--- config.mk ---
export PLATFORM = sky130hd
export DESIGN_NAME = vat_top
export DESIGN_NICKNAME = d
export VERILOG_FILES = /design/src/vat_pkg.sv /design/src/vat_flash_if.sv /design/src/vat_flasher.sv /design/src/vat_top.sv
export VERILOG_INCLUDE_DIRS = /design/src
export SDC_FILE = /design/constraint.sdc
export NUM_CORES = 1
export LEC_CHECK = 0
export ABC_CLOCK_PERIOD_IN_PS = 5080
export CELL_PAD_IN_SITES_DETAIL_PLACEMENT = 1
export CELL_PAD_IN_SITES_GLOBAL_PLACEMENT = 1
export CORE_MARGIN = 1.5
export CORE_UTILIZATION = 49
export DETAILED_ROUTE_END_ITERATION = 6
export DONT_BUFFER_PORTS = 1
export HOLD_SLACK_MARGIN = 0.05
export PLACE_DENSITY_LB_ADDON = 0.25
export SYNTH_ARGS = -nofsm -noshare
export SYNTH_HDL_FRONTEND = slang
export SYNTH_SLANG_ARGS = --single-unit
export TNS_END_PERCENT = 10
--- constraint.sdc ---
create_clock -name mclk_i -period 5.08 [get_ports mclk_i]
set_input_delay 0.762 -clock mclk_i [delete_from_list [all_inputs] [get_ports mclk_i]]
set_output_delay 0.762 -clock mclk_i [all_outputs]
set_load 0.01 [all_outputs]
--- src/vat_regs.svh ---
// register offsets, field positions, reset values and timing figures of the anti-theft block
`ifndef VAT_REGS_SVH
`define VAT_REGS_SVH

`define VAT_CLK_PERIOD_NS          10
`define VAT_TICK_NS                1000000
`define VAT_TICK_CYCLES            (`VAT_TICK_NS / `VAT_CLK_PERIOD_NS)
`define VAT_TICK_MS                1

`define VAT_LOCK_PULSE_MS          500
`define VAT_PREARM_MS              600
`define VAT_ARM_FLASH_PERIOD_MS    2000
`define VAT_DISARM_FLASH_PERIOD_MS 1000
`define VAT_ALARM_FLASH_PERIOD_MS  1000
`define VAT_ALARM_ON_MS            27000
`define VAT_ALARM_OFF_MS           10000
`define VAT_ALARM_CYCLES           3
`define VAT_ARM_FLASHES            2'h1
`define VAT_DISARM_FLASHES         2'h2

`define VAT_REG_CTRL               4'h0
`define VAT_REG_STATUS             4'h4
`define VAT_CTRL_ARM_EN_BIT        0
`define VAT_CTRL_RESET             1'h1
`define VAT_STAT_STATE_LSB         0
`define VAT_STAT_CYCLE_LSB         4
`define VAT_STAT_ALARM_ON_BIT      8
`define VAT_STAT_START_EN_BIT      9
`define VAT_STAT_HAZARD_BIT        10
`define VAT_STAT_HORN_BIT          11
`define VAT_STAT_OPEN_BIT          16
`define VAT_STAT_KEY_IN_BIT        17
`define VAT_STAT_IGN_BIT           18
`define VAT_STAT_LOCKED_BIT        20

`endif

--- src/vat_pkg.sv ---
// types shared by the anti-theft block
package vat_pkg;
   typedef enum logic [2:0] {
      VAT_DISARMED = 3'h0,
      VAT_PREARM   = 3'h1,
      VAT_ARMED    = 3'h2,
      VAT_ALARM    = 3'h3,
      VAT_INHIBIT  = 3'h4
   } vat_state_e;
   typedef logic [15:0] vat_ticks_t;
endpackage : vat_pkg

--- src/vat_flash_if.sv ---
// control path between the state machine and the hazard flasher
`timescale 1ns/1ps
interface vat_flash_if;
   logic              tick;
   logic              start;
   logic              stop;
   logic              cont;
   logic [1:0]        count;
   vat_pkg::vat_ticks_t half_ticks;
   logic              lamp;
   modport ctl (output tick, output start, output stop, output cont, output count,
                output half_ticks, input lamp);
   modport gen (input tick, input start, input stop, input cont, input count,
                input half_ticks, output lamp);
endinterface : vat_flash_if

--- src/vat_flasher.sv ---
// hazard lamp pattern generator: counted or continuous square flashes
`timescale 1ns/1ps
module vat_flasher (
   input  wire logic mclk_i,  // system clock
   input  wire logic rst_i,   // async reset, active high
   vat_flash_if.gen  f        // pattern requests and lamp level
);
   logic                active_q;
   logic                pend_q;
   logic                lamp_q;
   logic                cont_q;
   logic [1:0]          left_q;
   vat_pkg::vat_ticks_t half_q;
   vat_pkg::vat_ticks_t ph_q;

   assign f.lamp = lamp_q;

   // start wins over stop so a new pattern can replace a running one
   always_ff @(posedge mclk_i or posedge rst_i) begin
      if (rst_i) begin
         active_q <= 1'b0;
         pend_q   <= 1'b0;
         lamp_q   <= 1'b0;
         cont_q   <= 1'b0;
         left_q   <= 2'h0;
         half_q   <= 16'h0001;
         ph_q     <= 16'h0000;
      end else if (f.start) begin
         active_q <= 1'b1;
         pend_q   <= 1'b1;
         lamp_q   <= 1'b0;
         cont_q   <= f.cont;
         left_q   <= f.count;
         half_q   <= f.half_ticks;
         ph_q     <= 16'h0000;
      end else if (f.stop) begin
         active_q <= 1'b0;
         lamp_q   <= 1'b0;
      end else if (active_q && f.tick) begin
         if (pend_q) begin // lamp waits for a tick so every half is whole
            pend_q <= 1'b0;
            lamp_q <= 1'b1;
         end else if (ph_q == half_q - 16'h0001) begin
            ph_q <= 16'h0000;
            if (lamp_q) begin
               lamp_q <= 1'b0;
            end else if (!cont_q && left_q <= 2'h1) begin
               active_q <= 1'b0;
            end else begin
               lamp_q <= 1'b1;
               left_q <= left_q - 2'h1;
            end
         end else begin
            ph_q <= ph_q + 16'h0001;
         end
      end
   end
endmodule : vat_flasher

--- src/vat_top.sv ---
// anti-theft state machine with lock pulses, hazard, horn and starter drive
//
// Notes on behaviour
// - remote lock gives one half-second lock pulse
// - remote unlock gives one half-second unlock pulse
// - arming passes pre-armed; triggers ignored there
// - remote lock enters pre-armed from alarm/inhibit/disarmed
// - pre-armed keeps horn and hazard warnings off; disarm flashes still running on entry from disarmed are not stopped
// - arm after 0.6 s if locked, closed, keyless
// - entering armed flashes hazard once, 2 s
// - lock with opening open: pulse, no flash
// - lock while armed flashes hazard once again
// - mechanical key lock never arms
// - remote unlock disarms; two 1 s flashes
// - armed, key in, both feeds on: disarm
// - disarmed: warnings off, starter enabled
// - unlock while disarmed flashes twice again
// - mechanical key unlock never disarms
// - armed and opening opened: alarm, starter off
// - alarm: three cycles, 27 s on, 10 s off
// - alarm on period flashes hazard at 1 s
// - door opened by key is still intrusion
// - after three cycles: start-inhibit, silent, no start
//
// Chosen here: the placing of the registers and the Wishbone interface to the registers.
`timescale 1ns/1ps
`include "vat_regs.svh"
module vat_top #(
   parameter int unsigned TICK_CYCLES      = `VAT_TICK_CYCLES,
   parameter int unsigned LOCK_PULSE_TICKS = `VAT_LOCK_PULSE_MS / `VAT_TICK_MS,
   parameter int unsigned PREARM_TICKS     = `VAT_PREARM_MS / `VAT_TICK_MS,
   parameter int unsigned ARM_HALF_TICKS   = `VAT_ARM_FLASH_PERIOD_MS / 2 / `VAT_TICK_MS,
   parameter int unsigned DIS_HALF_TICKS   = `VAT_DISARM_FLASH_PERIOD_MS / 2 / `VAT_TICK_MS,
   parameter int unsigned ALM_HALF_TICKS   = `VAT_ALARM_FLASH_PERIOD_MS / 2 / `VAT_TICK_MS,
   parameter int unsigned ALARM_ON_TICKS   = `VAT_ALARM_ON_MS / `VAT_TICK_MS,
   parameter int unsigned ALARM_OFF_TICKS  = `VAT_ALARM_OFF_MS / `VAT_TICK_MS,
   parameter int unsigned ALARM_CYCLES     = `VAT_ALARM_CYCLES
) (
   input  wire logic        mclk_i,                  // system clock, 100 MHz
   input  wire logic        rst_i,                   // async reset, active high
   input  wire logic        wb_cyc_i,                // wishbone cycle
   input  wire logic        wb_stb_i,                // wishbone strobe
   input  wire logic        wb_we_i,                 // wishbone write enable
   input  wire logic [3:0]  wb_adr_i,                // wishbone byte address
   input  wire logic [3:0]  wb_sel_i,                // wishbone byte selects
   input  wire logic [31:0] wb_dat_i,                // wishbone write data
   output logic      [31:0] wb_dat_o,                // wishbone read data
   output logic             wb_ack_o,                // wishbone acknowledge
   input  wire logic        rke_lock_i,              // remote lock button, high while pressed
   input  wire logic        rke_unlock_i,            // remote unlock button, high while pressed
   input  wire logic        key_lock_i,              // mechanical key lock switch
   input  wire logic        key_unlock_i,            // mechanical key unlock switch
   input  wire logic        door_open_i,             // any door open
   input  wire logic        hood_open_i,             // hood open
   input  wire logic        tailgate_open_i,         // tailgate open
   input  wire logic        key_in_i,                // key in ignition
   input  wire logic        ignition_primary_feed_i, // first ignition feed on
   input  wire logic        ignition_run_feed_i,     // run ignition feed on
   input  wire logic        lock_fb_i,               // lock actuators report locked
   output logic             lock_o,                  // door lock drive
   output logic             unlock_o,                // door unlock drive
   output logic             hazard_o,                // hazard lamp relay
   output logic             horn_o,                  // horn relay
   output logic             start_en_o               // starter enable
);
   localparam int NSYNC = 11;

   vat_flash_if f ();

   logic [NSYNC-1:0]    s1_q;
   logic [NSYNC-1:0]    s2_q;
   logic [NSYNC-1:0]    prev_q;
   logic                lock_ev;
   logic                unlock_ev;
   logic                klock_ev;
   logic                kunlock_ev;
   logic                opening;
   logic                key_in;
   logic                ign_both;
   logic                secure;
   logic [16:0]         tdiv_q;
   logic                tick_q;
   vat_pkg::vat_state_e st_q;
   vat_pkg::vat_state_e st_d;
   vat_pkg::vat_ticks_t tmr_q;
   vat_pkg::vat_ticks_t tmr_d;
   logic [1:0]          cyc_q;
   logic [1:0]          cyc_d;
   logic                on_q;
   logic                on_d;
   vat_pkg::vat_ticks_t act_q;
   logic                lock_q;
   logic                unlock_q;
   logic                hazard_q;
   logic                horn_q;
   logic                start_en_q;
   logic                arm_en_q;
   logic                ack_q;
   logic [31:0]         dat_q;
   logic                bus_req;

   // pins are asynchronous to mclk; first stage feeds only the second
   always_ff @(posedge mclk_i or posedge rst_i) begin
      if (rst_i) begin
         s1_q <= '0;
         s2_q <= '0;
      end else begin
         s1_q <= {lock_fb_i, ignition_run_feed_i, ignition_primary_feed_i, key_in_i,
                  tailgate_open_i, hood_open_i, door_open_i,
                  key_unlock_i, key_lock_i, rke_unlock_i, rke_lock_i};
         s2_q <= s1_q;
      end
   end

   always_ff @(posedge mclk_i or posedge rst_i) begin
      if (rst_i) begin
         prev_q <= '0;
      end else begin
         prev_q <= s2_q;
      end
   end

   assign lock_ev    = s2_q[0] & ~prev_q[0];
   assign unlock_ev  = s2_q[1] & ~prev_q[1];
   assign klock_ev   = s2_q[2] & ~prev_q[2];
   assign kunlock_ev = s2_q[3] & ~prev_q[3];
   assign opening    = s2_q[4] | s2_q[5] | s2_q[6];
   assign key_in     = s2_q[7];
   assign ign_both   = s2_q[8] & s2_q[9];
   assign secure     = s2_q[10] & ~opening & ~key_in;

   // one millisecond tick shared by every timer
   always_ff @(posedge mclk_i or posedge rst_i) begin
      if (rst_i) begin
         tdiv_q <= 17'h00000;
         tick_q <= 1'b0;
      end else if (tdiv_q == 17'(TICK_CYCLES - 1)) begin
         tdiv_q <= 17'h00000;
         tick_q <= 1'b1;
      end else begin
         tdiv_q <= tdiv_q + 17'h00001;
         tick_q <= 1'b0;
      end
   end

   assign f.tick = tick_q;

   function automatic logic expired(input vat_pkg::vat_ticks_t t, input int unsigned n);
      expired = tick_q && (t >= 16'(n - 1));
   endfunction : expired

   // state machine; key switches are not read here so they never arm or disarm
   always_comb begin
      st_d         = st_q;
      tmr_d        = (tick_q && tmr_q != 16'hffff) ? tmr_q + 16'h0001 : tmr_q;
      cyc_d        = cyc_q;
      on_d         = on_q;
      f.start      = 1'b0;
      f.stop       = 1'b0;
      f.cont       = 1'b0;
      f.count      = `VAT_ARM_FLASHES;
      f.half_ticks = 16'(ARM_HALF_TICKS);
      unique case (st_q)
         vat_pkg::VAT_DISARMED: begin
            if (lock_ev && arm_en_q) begin
               st_d  = vat_pkg::VAT_PREARM;
               tmr_d = 16'h0000;
            end else if (unlock_ev) begin
               f.start      = 1'b1;
               f.count      = `VAT_DISARM_FLASHES;
               f.half_ticks = 16'(DIS_HALF_TICKS);
            end
         end
         vat_pkg::VAT_PREARM: begin
            // triggers are not looked at here; an open entrance only delays arming
            if (unlock_ev) begin
               st_d         = vat_pkg::VAT_DISARMED;
               f.start      = 1'b1;
               f.count      = `VAT_DISARM_FLASHES;
               f.half_ticks = 16'(DIS_HALF_TICKS);
            end else if (expired(tmr_q, PREARM_TICKS) && secure) begin
               st_d    = vat_pkg::VAT_ARMED;
               f.start = 1'b1;
            end
         end
         vat_pkg::VAT_ARMED: begin
            if (unlock_ev) begin
               st_d         = vat_pkg::VAT_DISARMED;
               f.start      = 1'b1;
               f.count      = `VAT_DISARM_FLASHES;
               f.half_ticks = 16'(DIS_HALF_TICKS);
            end else if (key_in && ign_both) begin
               st_d   = vat_pkg::VAT_DISARMED;
               f.stop = 1'b1;
            end else if (opening) begin
               st_d         = vat_pkg::VAT_ALARM;
               tmr_d        = 16'h0000;
               cyc_d        = 2'h0;
               on_d         = 1'b1;
               f.start      = 1'b1;
               f.cont       = 1'b1;
               f.half_ticks = 16'(ALM_HALF_TICKS);
            end else if (lock_ev) begin
               f.start = 1'b1;
            end
         end
         vat_pkg::VAT_ALARM: begin
            if (unlock_ev) begin
               st_d         = vat_pkg::VAT_DISARMED;
               f.start      = 1'b1;
               f.count      = `VAT_DISARM_FLASHES;
               f.half_ticks = 16'(DIS_HALF_TICKS);
            end else if (lock_ev && arm_en_q) begin
               st_d   = vat_pkg::VAT_PREARM;
               tmr_d  = 16'h0000;
               f.stop = 1'b1;
            end else if (on_q && expired(tmr_q, ALARM_ON_TICKS)) begin
               on_d   = 1'b0;
               tmr_d  = 16'h0000;
               f.stop = 1'b1;
            end else if (!on_q && expired(tmr_q, ALARM_OFF_TICKS)) begin
               tmr_d = 16'h0000;
               if (cyc_q == 2'(ALARM_CYCLES - 1)) begin
                  st_d = vat_pkg::VAT_INHIBIT;
               end else begin
                  cyc_d        = cyc_q + 2'h1;
                  on_d         = 1'b1;
                  f.start      = 1'b1;
                  f.cont       = 1'b1;
                  f.half_ticks = 16'(ALM_HALF_TICKS);
               end
            end
         end
         vat_pkg::VAT_INHIBIT: begin
            if (unlock_ev) begin
               st_d         = vat_pkg::VAT_DISARMED;
               f.start      = 1'b1;
               f.count      = `VAT_DISARM_FLASHES;
               f.half_ticks = 16'(DIS_HALF_TICKS);
            end else if (lock_ev && arm_en_q) begin
               st_d  = vat_pkg::VAT_PREARM;
               tmr_d = 16'h0000;
            end
         end
         default: begin
            st_d   = vat_pkg::VAT_DISARMED;
            f.stop = 1'b1;
         end
      endcase
   end

   always_ff @(posedge mclk_i or posedge rst_i) begin
      if (rst_i) begin
         st_q  <= vat_pkg::VAT_DISARMED;
         tmr_q <= 16'h0000;
         cyc_q <= 2'h0;
         on_q  <= 1'b0;
      end else begin
         st_q  <= st_d;
         tmr_q <= tmr_d;
         cyc_q <= cyc_d;
         on_q  <= on_d;
      end
   end

   vat_flasher u_flasher (
      .mclk_i (mclk_i),
      .rst_i  (rst_i),
      .f      (f.gen)
   );

   // lock actuator pulses; a newer command restarts the pulse in its own direction
   always_ff @(posedge mclk_i or posedge rst_i) begin
      if (rst_i) begin
         act_q    <= 16'h0000;
         lock_q   <= 1'b0;
         unlock_q <= 1'b0;
      end else if (lock_ev || klock_ev) begin
         act_q    <= 16'h0000;
         lock_q   <= 1'b1;
         unlock_q <= 1'b0;
      end else if (unlock_ev || kunlock_ev) begin
         act_q    <= 16'h0000;
         lock_q   <= 1'b0;
         unlock_q <= 1'b1;
      end else if ((lock_q || unlock_q) && tick_q) begin
         if (act_q == 16'(LOCK_PULSE_TICKS)) begin
            lock_q   <= 1'b0;
            unlock_q <= 1'b0;
         end else begin
            act_q <= act_q + 16'h0001;
         end
      end
   end

   // warning and starter outputs; horn only in the on phase of an alarm
   always_ff @(posedge mclk_i or posedge rst_i) begin
      if (rst_i) begin
         hazard_q   <= 1'b0;
         horn_q     <= 1'b0;
         start_en_q <= 1'b1;
      end else begin
         hazard_q   <= f.lamp;
         horn_q     <= (st_q == vat_pkg::VAT_ALARM) && on_q;
         start_en_q <= (st_q != vat_pkg::VAT_ALARM) && (st_q != vat_pkg::VAT_INHIBIT);
      end
   end

   assign lock_o     = lock_q;
   assign unlock_o   = unlock_q;
   assign hazard_o   = hazard_q;
   assign horn_o     = horn_q;
   assign start_en_o = start_en_q;

   // wishbone slave: one wait state, unmapped reads return zero
   function automatic logic [31:0] rd_word(input logic [3:0] adr);
      rd_word = 32'h0000_0000;
      if (adr == `VAT_REG_CTRL) begin
         rd_word[`VAT_CTRL_ARM_EN_BIT] = arm_en_q;
      end else if (adr == `VAT_REG_STATUS) begin
         rd_word[`VAT_STAT_STATE_LSB +: 3] = st_q;
         rd_word[`VAT_STAT_CYCLE_LSB +: 2] = cyc_q;
         rd_word[`VAT_STAT_ALARM_ON_BIT]   = on_q;
         rd_word[`VAT_STAT_START_EN_BIT]   = start_en_q;
         rd_word[`VAT_STAT_HAZARD_BIT]     = hazard_q;
         rd_word[`VAT_STAT_HORN_BIT]       = horn_q;
         rd_word[`VAT_STAT_OPEN_BIT]       = opening;
         rd_word[`VAT_STAT_KEY_IN_BIT]     = key_in;
         rd_word[`VAT_STAT_IGN_BIT +: 2]   = s2_q[9:8];
         rd_word[`VAT_STAT_LOCKED_BIT]     = s2_q[10];
      end
   endfunction : rd_word

   assign bus_req = wb_cyc_i && wb_stb_i && !ack_q;

   always_ff @(posedge mclk_i or posedge rst_i) begin
      if (rst_i) begin
         ack_q <= 1'b0;
         dat_q <= 32'h0000_0000;
      end else begin
         ack_q <= bus_req;
         dat_q <= (bus_req && !wb_we_i) ? rd_word(wb_adr_i) : 32'h0000_0000;
      end
   end

   // arming enable; when cleared, remote lock only drives the locks, except in armed where it still flashes once
   always_ff @(posedge mclk_i or posedge rst_i) begin
      if (rst_i) begin
         arm_en_q <= `VAT_CTRL_RESET;
      end else if (bus_req && wb_we_i && wb_sel_i[0] && wb_adr_i == `VAT_REG_CTRL) begin
         arm_en_q <= wb_dat_i[`VAT_CTRL_ARM_EN_BIT];
      end
   end

   assign wb_ack_o = ack_q;
   assign wb_dat_o = dat_q;
endmodule : vat_top

==> results of run 1 <==
[through the flow]
stage / instance area (um^2) / hold WS (ns) / util, %
2_1_floorplan: 6690 / 0.331 / -
3_3_place_gp: 6630 / 0.335 / 50.2
3_5_place_dp: 6630 / 0.336 / 50.2
4_1_cts: 7220 / 0.340 / 54.7
5_1_grt: 7220 / 0.341 / 54.7
6_report: 7220 / 0.347 / 54.7
[critical path, delay by kind of cell, from the launching register on]
| family | cells | cell delay [ns] |
|---|---|---|
| mux | 1 | 0.20 |
| flops | 1 | 0.52 |
| simple gates | 4 | 1.74 |
| compound gates | 2 | 0.39 |
| fa+ha+maj | 1 | 0.32 |
| buf+inv | 1 | 0.19 |
[area by class of cell]
type,instances,share of cell area [%]
flip-flops and latches,129,44.8
inverters,31,1.65
clock inverters,14,2.10
repair buffers,3,0.312
clock buffers,18,6.08
multi-input cells,493,42.0
well taps,176,3.05
[cell usage after synthesis, types with 5 or more instances]
master	instances	area (um^2)
nand4_1	15	93.8
and2_1	19	119
a21o_1	7	52.6
o22ai_1	6	37.5
buf_4	20	150
xor2_1	25	219
or3_1	7	43.8
ha_1	9	113
nor3_1	16	80.1
dfrtp_1	126	3150
o21ai_0	17	85.1
xnor2_1	23	201
nor2_1	73	274
nor3b_1	5	37.5
o31ai_1	5	37.5
clkbuf_1	17	63.8
o211ai_1	6	45.0
or2_2	5	31.3
inv_1	31	116
or4_1	8	60.1
nand2_1	57	214
nor2b_1	6	37.5
nor4b_1	6	52.6
and3_1	8	50.1
a21oi_1	29	145
a31oi_1	9	56.3
nand2b_1	8	50.1
a211oi_1	7	52.6
nor4_1	13	81.3
buf_2	5	25.0
nand3_1	31	155
[worst max path at each step]
stage / end / startpoint / slack, ns
floorplan: act_q[0]$_DFFE_PP0P_ / rst_i / 0.88
global placement: u_flasher.left_q[0]$_DFFE_PP0P_ / u_flasher.half_q[4]$_DFFE_PP0N_ / 1.95
detailed placement: u_flasher.left_q[1]$_DFFE_PP0P_ / u_flasher.half_q[4]$_DFFE_PP0N_ / 1.75
CTS: u_flasher.left_q[1]$_DFFE_PP0P_ / u_flasher.half_q[4]$_DFFE_PP0N_ / 1.65
global route: u_flasher.left_q[1]$_DFFE_PP0P_ / u_flasher.half_q[4]$_DFFE_PP0N_ / 1.42
finish: u_flasher.left_q[1]$_DFFE_PP0P_ / u_flasher.half_q[4]$_DFFE_PP0N_ / 1.62
[sequential cells by signal (all words and copies together) (netlist names), 2 cells and up]
register	count
tmr_q	16
u_flasher.left_q	2
tdiv_q	17
s1_q	11
s2_q	11
st_q	3
u_flasher.ph_q	16
act_q	16
u_flasher.half_q	4
cyc_q	2
wb_dat_o	14
prev_q	4
[power breakdown]
group,switching (W),internal (W)
Sequential,0.0000319,0.00105
Combinational,0.0000970,0.0000416
Clock,0.000493,0.000739
Total,0.000622,0.00183
[kinds of logic after synthesis]
group	share of synthesized area [%]
other	0.0566
AND/OR/NAND/NOR	23.3
multiplexers	0.472
buffers and inverters	6.44
flip-flops	48.8
XOR/XNOR	6.35
AO/OA/AOI/OAI	12.9
adder cells (fa/ha/maj)	1.70
[cell usage in the layout (no fill, tap or decap), types with 6 or more instances in the layout]
master     netlist  final
a211oi_1         7      7
a21o_1           7      7
a21oi_1         29     29
a31oi_1          9      9
and2_1          19     19
and3_1           8      8
clkbuf_16        0     17
conb_1           1     18
dfrtp_1        126    126
ha_1             9      9
inv_1           31     30
nand2_1         57     57
nand2b_1         8      8
nand3_1         31     31
nand4_1         15     15
nor2_1          73     73
nor2b_1          6      6
nor3_1          16     16
nor4_1          13     12
nor4b_1          6      6
o211ai_1         6      6
o21ai_0         17     17
o22ai_1          6      6
or3_1            7      7
or4_1            8      8
xnor2_1         23     23
xor2_1          25     25
[per-layer routing]
metal / up-vias / part of all wire, % / track usage (%) / wire length, um
met4: 0 / 1.7 / 8.66 / 277
met3: 28 / 3.6 / 5.46 / 571
met2: 106 / 49 / 38.9 / 7910
met5: - / 0 / 0 / 0
met1: 2547 / 45 / 32.3 / 7270
li1: 2353 / - / - / -
==> summary.txt, run 1 <==
Drt
  – Routed via count: 5,034
  – Vias per cell: 5.83
  – Initial DRC Count: 351
  – Post-DRT Antenna Nets: 0
  – Routed len/inst: 18.6 um
  – DRT Wirelength: 16,000 um
  – TritonRoute pass-1 iters: 5
  – # DRC: 0

Logic synthesis
  – Cell area after synthesis: 6620 um^2
  – Synth cell types: 70
  – Synth Instances: 685
  – Async SR Flop Fraction: 100%
  – Post-synthesis sequential area ratio: 48.8%
  – Yosys reg bits: 129
  – Ys Warns: 0
  – Avg Inst Size Synth: 9.67 um^2
  – Main synth FF type: dfrtp_1
  – EDFF count, synth: 0

Worst setup path
  – Startpoint class of the critical path: flip-flop
  – Critical-path top delay cell: or4_1
  – FF-to-FF Start: u_flasher.half_q[4]$_DFFE_PP0N_
  – CP endpoint kind: flip-flop
  – Worst path max stage delay: 0.65 ns
  – R2r setup slk: 1.62 ns
  – Crit Reg-Reg Endpoint: u_flasher.left_q[1]$_DFFE_PP0P_
  – CP Cell Sequence: inv_1 -> ha_1 -> nor3b_4 -> mux2i_1 -> and3_1 -> o311a_1 -> nand4_1 -> or4_1 -> a31oi_1
  – Critical path arrival: 3.81 ns
  – Kind of critical path: reg -> reg
  – Register-to-Register Path Depth: 9
  – WP data required: 5.43 ns
  – Maximum fanout along the worst path: 14

Power and ir drop
  – PwrDens: 340 nW/um^2
  – VDD IR max: 0.232 mV
  – Leakage: 3.04 nW
  – Pwr Total: 0.00245 W

CTS
  – CTS tree: built
  – Hold Buf Count CTS: 0
  – # H-tree levels: 4
  – Setup Buffers After CTS: 0
  – # resized after CTS: 0
  – Num Clock Sinks: 129
  – Clock slew at reported path FFs: 0.06 ns
  – Clk_lat worst skew: 0.43 ns
  – CTS buffer count: 17
  – Maximum clock path buffer count: 2
  – Clk root buf: clkbuf_16

STA
  – TNS Setup: 0 ns
  – Skew final: 0.00907 ns
  – RSZ-0062 raised after global routing: false
  – Endpoints failing hold: 0
  – Setup WS post-layout: 1.62 ns
  – Relative slew slack: 27.4%
  – Fraction of the cycle the final worst path needs: 68.1%
  – Achievable frequency: 0.289 GHz
  – Final min period: 3.46 ns
  – Worst Tran Pin Value: 1.09 ns
  – Max Slew Vio Count: 0
  – Final setup fails: 0

GRT
  – First-pass GRT wire length: 27,100 um
  – Grt ovf: 0
  – GR Util All Layers: 24.2%
  – Vias in the first global route: 5,280
  – Initial antenna violation count: 0
  – Largest net degree at the start of global routing: 77

Status
  – Outcome: completed

Floorplanning
  – Die width: 119 um
  – Initial Util: 50.2%
  – Full die area: 14,200 um^2
  – # rows: 42
  – # IOs: 94
  – Core area: 13,200 um^2
  – Die Height: 119 um

Cells and area
  – Final #Nets: 740
  – Layout area overhead: 8.99%
  – Register area: 3230 um^2
  – Multi-input gate area: 3030 um^2
  – Ant diodes: 0
  – Non-filler cells, final: 864
  – Fillcell total: 1,486
  – Layout cells sized above 1: 9.16%

Placed design
  – Placed Cells: 832
  – Dpl ws: 1.75 ns
  – Input/output buffers: 0
  – Routability cong.: 0.831
  – Post-DP HPWL: 10,800 um

Worst hold path
  – Hold crit path type: reg -> reg
  – Hold-critical path depth: 0
  – Worst Hold Endpoint: s2_q[6]$_DFF_PP0_
  – Worst hold start: s1_q[6]$_DFF_PP0_

Job
  – Maxcap violations: 0
Power figures use the tool's default switching activity.
==> run 2: changes to the inputs <==
--- a/config.mk
+++ b/config.mk
@@ -6,11 +6,12 @@
 export SDC_FILE = /design/constraint.sdc
 export NUM_CORES = 1
 export LEC_CHECK = 0
-export ABC_CLOCK_PERIOD_IN_PS = 5080
+export ABC_AREA = 1
+export ABC_CLOCK_PERIOD_IN_PS = 3100
 export CELL_PAD_IN_SITES_DETAIL_PLACEMENT = 1
 export CELL_PAD_IN_SITES_GLOBAL_PLACEMENT = 1
 export CORE_MARGIN = 1.5
-export CORE_UTILIZATION = 49
+export CORE_UTILIZATION = 43
 export DETAILED_ROUTE_END_ITERATION = 6
 export DONT_BUFFER_PORTS = 1
 export HOLD_SLACK_MARGIN = 0.05
==> constraint.sdc (replaced) <==
create_clock -name mclk_i -period 3.1 [get_ports mclk_i]
set_input_delay 0.465 -clock mclk_i [delete_from_list [all_inputs] [get_ports mclk_i]]
set_output_delay 0.465 -clock mclk_i [all_outputs]
set_load 0.01 [all_outputs]
==> run 2 against run 1 <==
  * Worst setup slack worse by 0.79 ns
  * Die area up 23%
  * Worst hold slack worse by 0.25 ns
  * Cell count up 33%
  * Sequential share of layout area down 4.4 points
  * Core utilization down 6.1 points
  * Total power up 97%
  * Clock skew about the same
  * Clock power up 67%
  * Global-route usage down 3.0 points
  * Combinational power rose to 6.3 times the previous value
  * Sequential cell count unchanged
  * Critical path type unchanged
==> summary.txt, run 2 <==
CTS
  – CTS buffer count: 17
  – # H-tree levels: 4
  – Clk root buf: clkbuf_16
  – Clk_lat worst skew: 0.42 ns
  – Maximum clock path buffer count: 2
  – Num Clock Sinks: 129
  – Clock slew at reported path FFs: 0.06 ns
  – CTS tree: built
  – # resized after CTS: 0

Logic synthesis
  – Post-Synth XOR/XNOR Area: 5.00%
  – Synth Instances: 904
  – Main synth FF type: dfrtp_1
  – Most common cell in the synthesized netlist: nand2_1
  – Synth cell types: 54
  – Post-synthesis sequential area ratio: 45.0%
  – Most area-hungry cell type in the Yosys netlist: dfrtp_1
  – Top post-synthesis cells by count: 177 x nand2_1, 126 x dfrtp_1, 117 x nor2_1
  – Async SR Flop Fraction: 100%
  – Yosys reg bits: 129
  – Synth Area in Compound Gates: 6.11%
  – Ys Warns: 0
  – Synth Area in Adders: 1.57%
  – Yosys top cell area share: 43.9%
  – Largest family of logic cells by synthesized area: simple AND/OR/NAND/NOR gates
  – Cell area after synthesis: 7180 um^2
  – EDFF count, synth: 0
  – Avg Inst Size Synth: 7.95 um^2
  – Synth Area in Simple Gates: 31.8%
  – Synth top area cells: dfrtp_1 44%, nand2_1 9.2%, nor2_1 6.1%, nand3_1 5.9%, inv_1 5.8%
  – Post-synthesis mux area share: 0.139%

Worst setup path
  – Kind of critical path: reg -> reg
  – R2r setup slk: 0.83 ns
  – FF-to-FF Start: tmr_q[0]$_DFF_PP0_
  – Critical path arrival: 2.58 ns
  – CP endpoint kind: flip-flop
  – WP data required: 3.40 ns
  – Crit Reg-Reg Endpoint: u_flasher.ph_q[9]$_DFFE_PP0P_
  – Register-to-Register Path Depth: 15
  – Startpoint class of the critical path: flip-flop
  – Maximum fanout along the worst path: 16

STA
  – Endpoints failing hold: 0
  – Final min period: 2.27 ns
  – Final setup fails: 0
  – Fraction of the cycle the final worst path needs: 73.4%
  – Skew final: 0.00906 ns
  – TNS Setup: 0 ns
  – Max Slew Vio Count: 0
  – Setup WS post-layout: 0.826 ns
  – Worst Tran Pin Value: 0.692 ns
  – RSZ-0062 raised after global routing: false
  – Relative slew slack: 53.8%
  – Achievable frequency: 0.440 GHz

GRT
  – GR Util All Layers: 21.2%
  – Largest net degree at the start of global routing: 130
  – Vias in the first global route: 5,944
  – First-pass GRT wire length: 29,700 um
  – Grt ovf: 0
  – Initial antenna violation count: 0

Floorplanning
  – # rows: 47
  – # IOs: 94
  – Core area: 16,500 um^2
  – Die Height: 132 um
  – Die width: 132 um
  – Full die area: 17,500 um^2
  – Initial Util: 43.6%

Cells and area
  – Final Util: 48.6%
  – Final #Nets: 980
  – Layout area overhead: 11.4%
  – Fillcell total: 2,021
  – Layout cells sized above 1: 9.06%
  – Most flops, register: tdiv_q
  – Final Cell Area: 8000 um^2
  – Commonest non-fill, non-tap cell in the layout: nand2_1
  – Most frequent cells in the layout: 177 x nand2_1, 126 x dfrtp_1, 117 x nor2_1
  – Max FFs per register: 17
  – Ant diodes: 0
  – Non-filler cells, final: 1,147

Power and ir drop
  – PwrDens: 603 nW/um^2
  – Internal power: 0.00334 W
  – Leakage: 3.75 nW
  – Switching share of total power: 30.8%
  – VDD IR max: 0.501 mV
  – Sequential Power Share: 39.0%
  – Logic pwr share: 18.2%
  – Net Switching: 0.00149 W
  – Clock group share of total power: 42.8%

Drt
  – Vias per cell: 5.02
  – DRT Wirelength: 17,300 um
  – Post-DRT Antenna Nets: 0
  – # DRC: 0
  – TritonRoute pass-1 iters: 4
  – Routed via count: 5,755
  – Routed len/inst: 15.1 um
  – Initial DRC Count: 233

Placed design
  – Placed Cells: 1,105
  – Dpl ws: 0.810 ns
  – Input/output buffers: 0
  – Post-DP HPWL: 12,200 um
  – Routability cong.: 0.889
  – Placed cell area: 7280 um^2

Job
  – Maxcap violations: 0

Status
  – Outcome: completed

Worst hold path
  – Hold crit path type: in -> async
==> run 2: worst max path at each step <==
stage,cells after the start,startpoint,endpoint,slack [ns]
6_report,15,tmr_q[0]$_DFF_PP0_,u_flasher.ph_q[9]$_DFFE_PP0P_,0.83
3_3_place_gp,15,tmr_q[0]$_DFF_PP0_,u_flasher.ph_q[0]$_DFFE_PP0P_,0.85
4_1_cts,15,tmr_q[0]$_DFF_PP0_,u_flasher.ph_q[9]$_DFFE_PP0P_,0.78
5_1_grt,15,tmr_q[0]$_DFF_PP0_,u_flasher.ph_q[14]$_DFFE_PP0P_,0.56
2_1_floorplan,1,rst_i,act_q[0]$_DFFE_PP0P_,1.04
3_5_place_dp,15,tmr_q[0]$_DFF_PP0_,u_flasher.ph_q[1]$_DFFE_PP0P_,0.81
==> run 2: cell type report <==
| type | count | area, um^2 | share of cell area, % |
|---|---|---|---|
| Multi-Input combinational cell | 630 | 3270 | 40.9 |
| Sequential cell | 129 | 3230 | 40.4 |
| Inverter | 123 | 468 | 5.85 |
| Clock buffer | 19 | 453 | 5.66 |
| Tap cell | 220 | 275 | 3.44 |
| Clock inverter | 12 | 158 | 1.97 |
| Timing Repair Buffer | 14 | 145 | 1.81 |
==> run 2: what timing repair did <==
| item | 4_1_cts | 5_1_grt |
|---|---|---|
| hold buffers | 11 | 0 |
| setup buffers | 0 | 0 |
| endpoints found under the hold margin | 11 | 0 |
==> run 2: stage by stage <==
step           hold WS, ns  power, W
2_1_floorplan        0.331   0.00261
3_3_place_gp         0.333   0.00277
3_5_place_dp         0.336   0.00279
4_1_cts              0.149   0.00490
5_1_grt              0.180   0.00508
6_report             0.102   0.00483
==> run 2: power groups by stage <==
| stage | sequential (W) | combinational [W] | clock, W |
|---|---|---|---|
| final | 0.00188 | 0.000878 | 0.00206 |
| after global routing | 0.00190 | 0.00101 | 0.00217 |
| after CTS | 0.00189 | 0.000890 | 0.00213 |
| after detailed placement | 0.00191 | 0.000874 | 0 |
| after global placement | 0.00191 | 0.000862 | 0 |
| after floorplan | 0.00189 | 0.000718 | 0 |
==> run 2: layer usage <==
layer / GRT usage [%] / vias up / wire (um)
met3: 4.77 / 15 / 717
met5: 0 / - / 0
met1: 29.2 / 2765 / 8520
met2: 33.7 / 84 / 7890
li1: - / 2891 / -
met4: 6.35 / 0 / 182
==> run 2: critical path: stages (launching register included) <==
cell and delay [ns]:
dfrtp_1 0.44, ha_1 0.25, nand2_1 0.09, nand2_1 0.08, nand2_1 0.08, nand2_1 0.07, nand2_1 0.06, nand2_1 0.05
nand2_1 0.12, nand2_1 0.08, nand2_2 0.10, nand3_4 0.11, nor2_4 0.30, inv_4 0.15, nand3_1 0.10, nand2_1 0.07
==> run 2: cell families (layout without fill, tap and decap cells) <==
| kind of cell | Yosys count | count (layout) |
|---|---|---|
| other cells | 1 | 18 |
| simple gates | 483 | 483 |
| flops | 129 | 129 |
| fa+ha+maj | 9 | 9 |
| xor+xnor | 41 | 41 |
| buf+inv | 162 | 168 |
| mux | 1 | 1 |
| compound gates | 78 | 78 |
==> run 3: changes to the inputs <==
--- a/config.mk
+++ b/config.mk
@@ -7,7 +7,7 @@
 export NUM_CORES = 1
 export LEC_CHECK = 0
 export ABC_AREA = 1
-export ABC_CLOCK_PERIOD_IN_PS = 3100
+export ABC_CLOCK_PERIOD_IN_PS = 1950
 export CELL_PAD_IN_SITES_DETAIL_PLACEMENT = 1
 export CELL_PAD_IN_SITES_GLOBAL_PLACEMENT = 1
 export CORE_MARGIN = 1.5
==> constraint.sdc (replaced) <==
create_clock -name mclk_i -period 1.95 [get_ports mclk_i]
set_input_delay 0.2925 -clock mclk_i [delete_from_list [all_inputs] [get_ports mclk_i]]
set_output_delay 0.2925 -clock mclk_i [all_outputs]
set_load 0.01 [all_outputs]
==> run 3 against run 2 <==
  * The run now ends with setup timing left
  * Wire length is 13% higher
  * Clock-buffer cell count did not move
  * Non-clock buffer count is 62 higher
  * Combinational power rose by 100%
  * Die area unchanged
  * Core utilization rose by 4.0 points
  * Total power up 62%
  * Design area up 8.2%
  * Sequential share of layout area fell by 3.0 points
  * Sequential power rose by 59%
  * Clock power is 47% higher
  * Critical path depth down 3
==> summary.txt, run 3 (synthesized netlist as in run 2, its figures left out) <==
Status
  – Outcome: finished with violations
  – Failing checks: setup timing

Placed design
  – Input/output buffers: 0
  – Routability cong.: 0.872
  – Dpl ws: -0.162 ns
  – Post-DP HPWL: 13,000 um

Drt
  – Routed len/inst: 16.1 um
  – Routed via count: 6,151
  – TritonRoute pass-1 iters: 4
  – Post-DRT Antenna Nets: 0
  – Vias per cell: 5.08
  – Initial DRC Count: 310
  – DRT Wirelength: 19,500 um
  – # DRC: 0

Cells and area
  – Commonest non-fill, non-tap cell in the layout: nand2_1
  – Layout cells sized above 1: 18.4%
  – Max FFs per register: 17
  – Final #Nets: 1,042
  – Layout area overhead: 20.6%
  – Multi-input gate area: 3430 um^2
  – Most flops, register: tdiv_q
  – Ant diodes: 0
  – Most frequent cells in the layout: 157 x nand2_1, 124 x dfrtp_1, 112 x nor2_1
  – Fillcell total: 1,994
  – Register area: 3230 um^2

Floorplanning
  – Core area: 16,500 um^2
  – Initial Util: 43.6%
  – # rows: 47
  – Die width: 132 um
  – # IOs: 94
  – Full die area: 17,500 um^2
  – Die Height: 132 um

Worst setup path
  – Crit path from: u_flasher.half_q[0]$_DFFE_PP1N_
  – R2r setup slk: -0.06 ns
  – Worst path max stage delay: 0.54 ns
  – CP endpoint kind: flip-flop
  – WP data required: 2.27 ns
  – Maximum fanout along the worst path: 3
  – Startpoint class of the critical path: flip-flop
  – FF-to-FF Start: u_flasher.half_q[0]$_DFFE_PP1N_
  – Critical path arrival: 2.33 ns
  – Crit Reg-Reg Endpoint: u_flasher.left_q[1]$_DFFE_PP0P_
  – CP Cell Sequence: inv_2 -> ha_4 -> xor2_2 -> nand3_2 -> nor2_4 -> nand2_2 -> nor2_4 -> nand3_2 -> nor2_1 -> nand2_1 -> nand3_1 -> nand2_1
  – Kind of critical path: reg -> reg
  – Register-to-Register Path Depth: 12
  – Critical-path top delay cell: dfstp_2

CTS
  – # H-tree levels: 4
  – CTS buffer count: 17
  – CTS tree: built
  – Num Clock Sinks: 129
  – Clk root buf: clkbuf_16
  – Maximum clock path buffer count: 2
  – Clk_lat worst skew: 0.43 ns
  – Clock slew at reported path FFs: 0.06 ns

STA
  – Worst Tran Pin Value: 0.674 ns
  – Setup WS post-layout: -0.0612 ns
  – Relative slew slack: 55.0%
  – Final min period: 2.01 ns
  – Fraction of the cycle the final worst path needs: 103%
  – TNS Setup: -0.356 ns
  – RSZ-0062 raised after global routing: true
  – Achievable frequency: 0.497 GHz
  – Min Hold Slack: 0.0804 ns
  – Max Slew Vio Count: 0
  – Skew final: 0.0158 ns
  – Endpoints failing hold: 0
  – Final setup fails: 13

Worst hold path
  – Worst Hold Endpoint: wb_dat_o[0]$_DFF_PP0_
  – Hold-critical path depth: 3
  – Worst hold start: wb_adr_i[3]
  – Hold crit path type: in -> reg

Power and ir drop
  – PwrDens: 901 nW/um^2
  – Pwr Total: 0.00781 W
  – Leakage: 4.01 nW
  – VDD IR max: 0.779 mV

GRT
  – Largest net degree at the start of global routing: 130
  – Vias in the first global route: 6,419
  – Initial antenna violation count: 0
  – Grt ovf: 0
  – First-pass GRT wire length: 32,400 um
  – GR Util All Layers: 23.3%

Job
  – Maxcap violations: 0
## run 3: cell types whose count changed in the layout (fill, tap and decap cells not counted), moves of 6 or more
cell	before	now
clkinvlp_4	4	10
buf_4	2	50
nand2_1	177	157
nand2_2	7	27
dlygate4sd3_1	11	17
## run 3: cell type report
class	count	share of cell area, %
multi-input combinational	630	39.6
sequential	129	37.3
timing repair buffer	76	8.06
inverter	123	5.47
clock buffer	19	5.00
tap	220	3.18
clock inverter	13	1.36
## run 3: how the worst max path moves through the flow
stage                                            endpoint  slack, ns  cells after the start
after floorplan           u_flasher.left_q[1]$_DFFE_PP0P_       0.03                     16
after global placement    u_flasher.left_q[0]$_DFFE_PP0P_      -0.06                     16
after detailed placement  u_flasher.left_q[1]$_DFFE_PP0P_      -0.16                     16
after CTS                 u_flasher.left_q[1]$_DFFE_PP0P_      -0.03                     16
after global routing      u_flasher.left_q[1]$_DFFE_PP0P_      -0.17                     12
final                     u_flasher.left_q[1]$_DFFE_PP0P_      -0.06                     12
## run 3: power by group
part | switching [W] | internal [W]
combinational | 0.00117 | 0.000623
clock | 0.00127 | 0.00175
sequential | 0.000152 | 0.00284
## run 3: worst max-delay path: cells and delay by family, from the launching register on
| kind | cells | cell delay, ns |
|---|---|---|
| simple gates | 9 | 0.88 |
| flops | 1 | 0.54 |
| fa+ha+maj | 1 | 0.27 |
| xor+xnor | 1 | 0.16 |
| buf+inv | 1 | 0.05 |
## run 3: repair_timing
| action | in CTS | in global routing |
|---|---|---|
| endpoints found under the hold margin | 139 | 0 |
| resized for setup | 19 | 37 |
| pin swaps | 15 | 20 |
| setup endpoints to repair | 26 | 57 |
| setup buffers | 17 | 3 |
| hold buffers | 17 | 0 |
| gates cloned | 1 | 0 |
## run 3: layer usage
metal	up-vias	part of all wire, %	global-route usage, %
li1	3018	-	-
met1	3019	47	30.8
met2	92	49	38.5
met3	22	3.2	4.61
met4	0	1.3	7.63
met5	-	0	0
## run 3: through the flow
| stage | instances | cell area, um^2 | util (%) |
|---|---|---|---|
| after floorplan | 921 | 7250 | - |
| after global placement | 1140 | 7570 | 46.0 |
| after detailed placement | 1140 | 7570 | 46.0 |
| after CTS | 1207 | 8540 | 51.8 |
| after global routing | 1210 | 8660 | 52.6 |
| final | 1210 | 8660 | 52.6 |
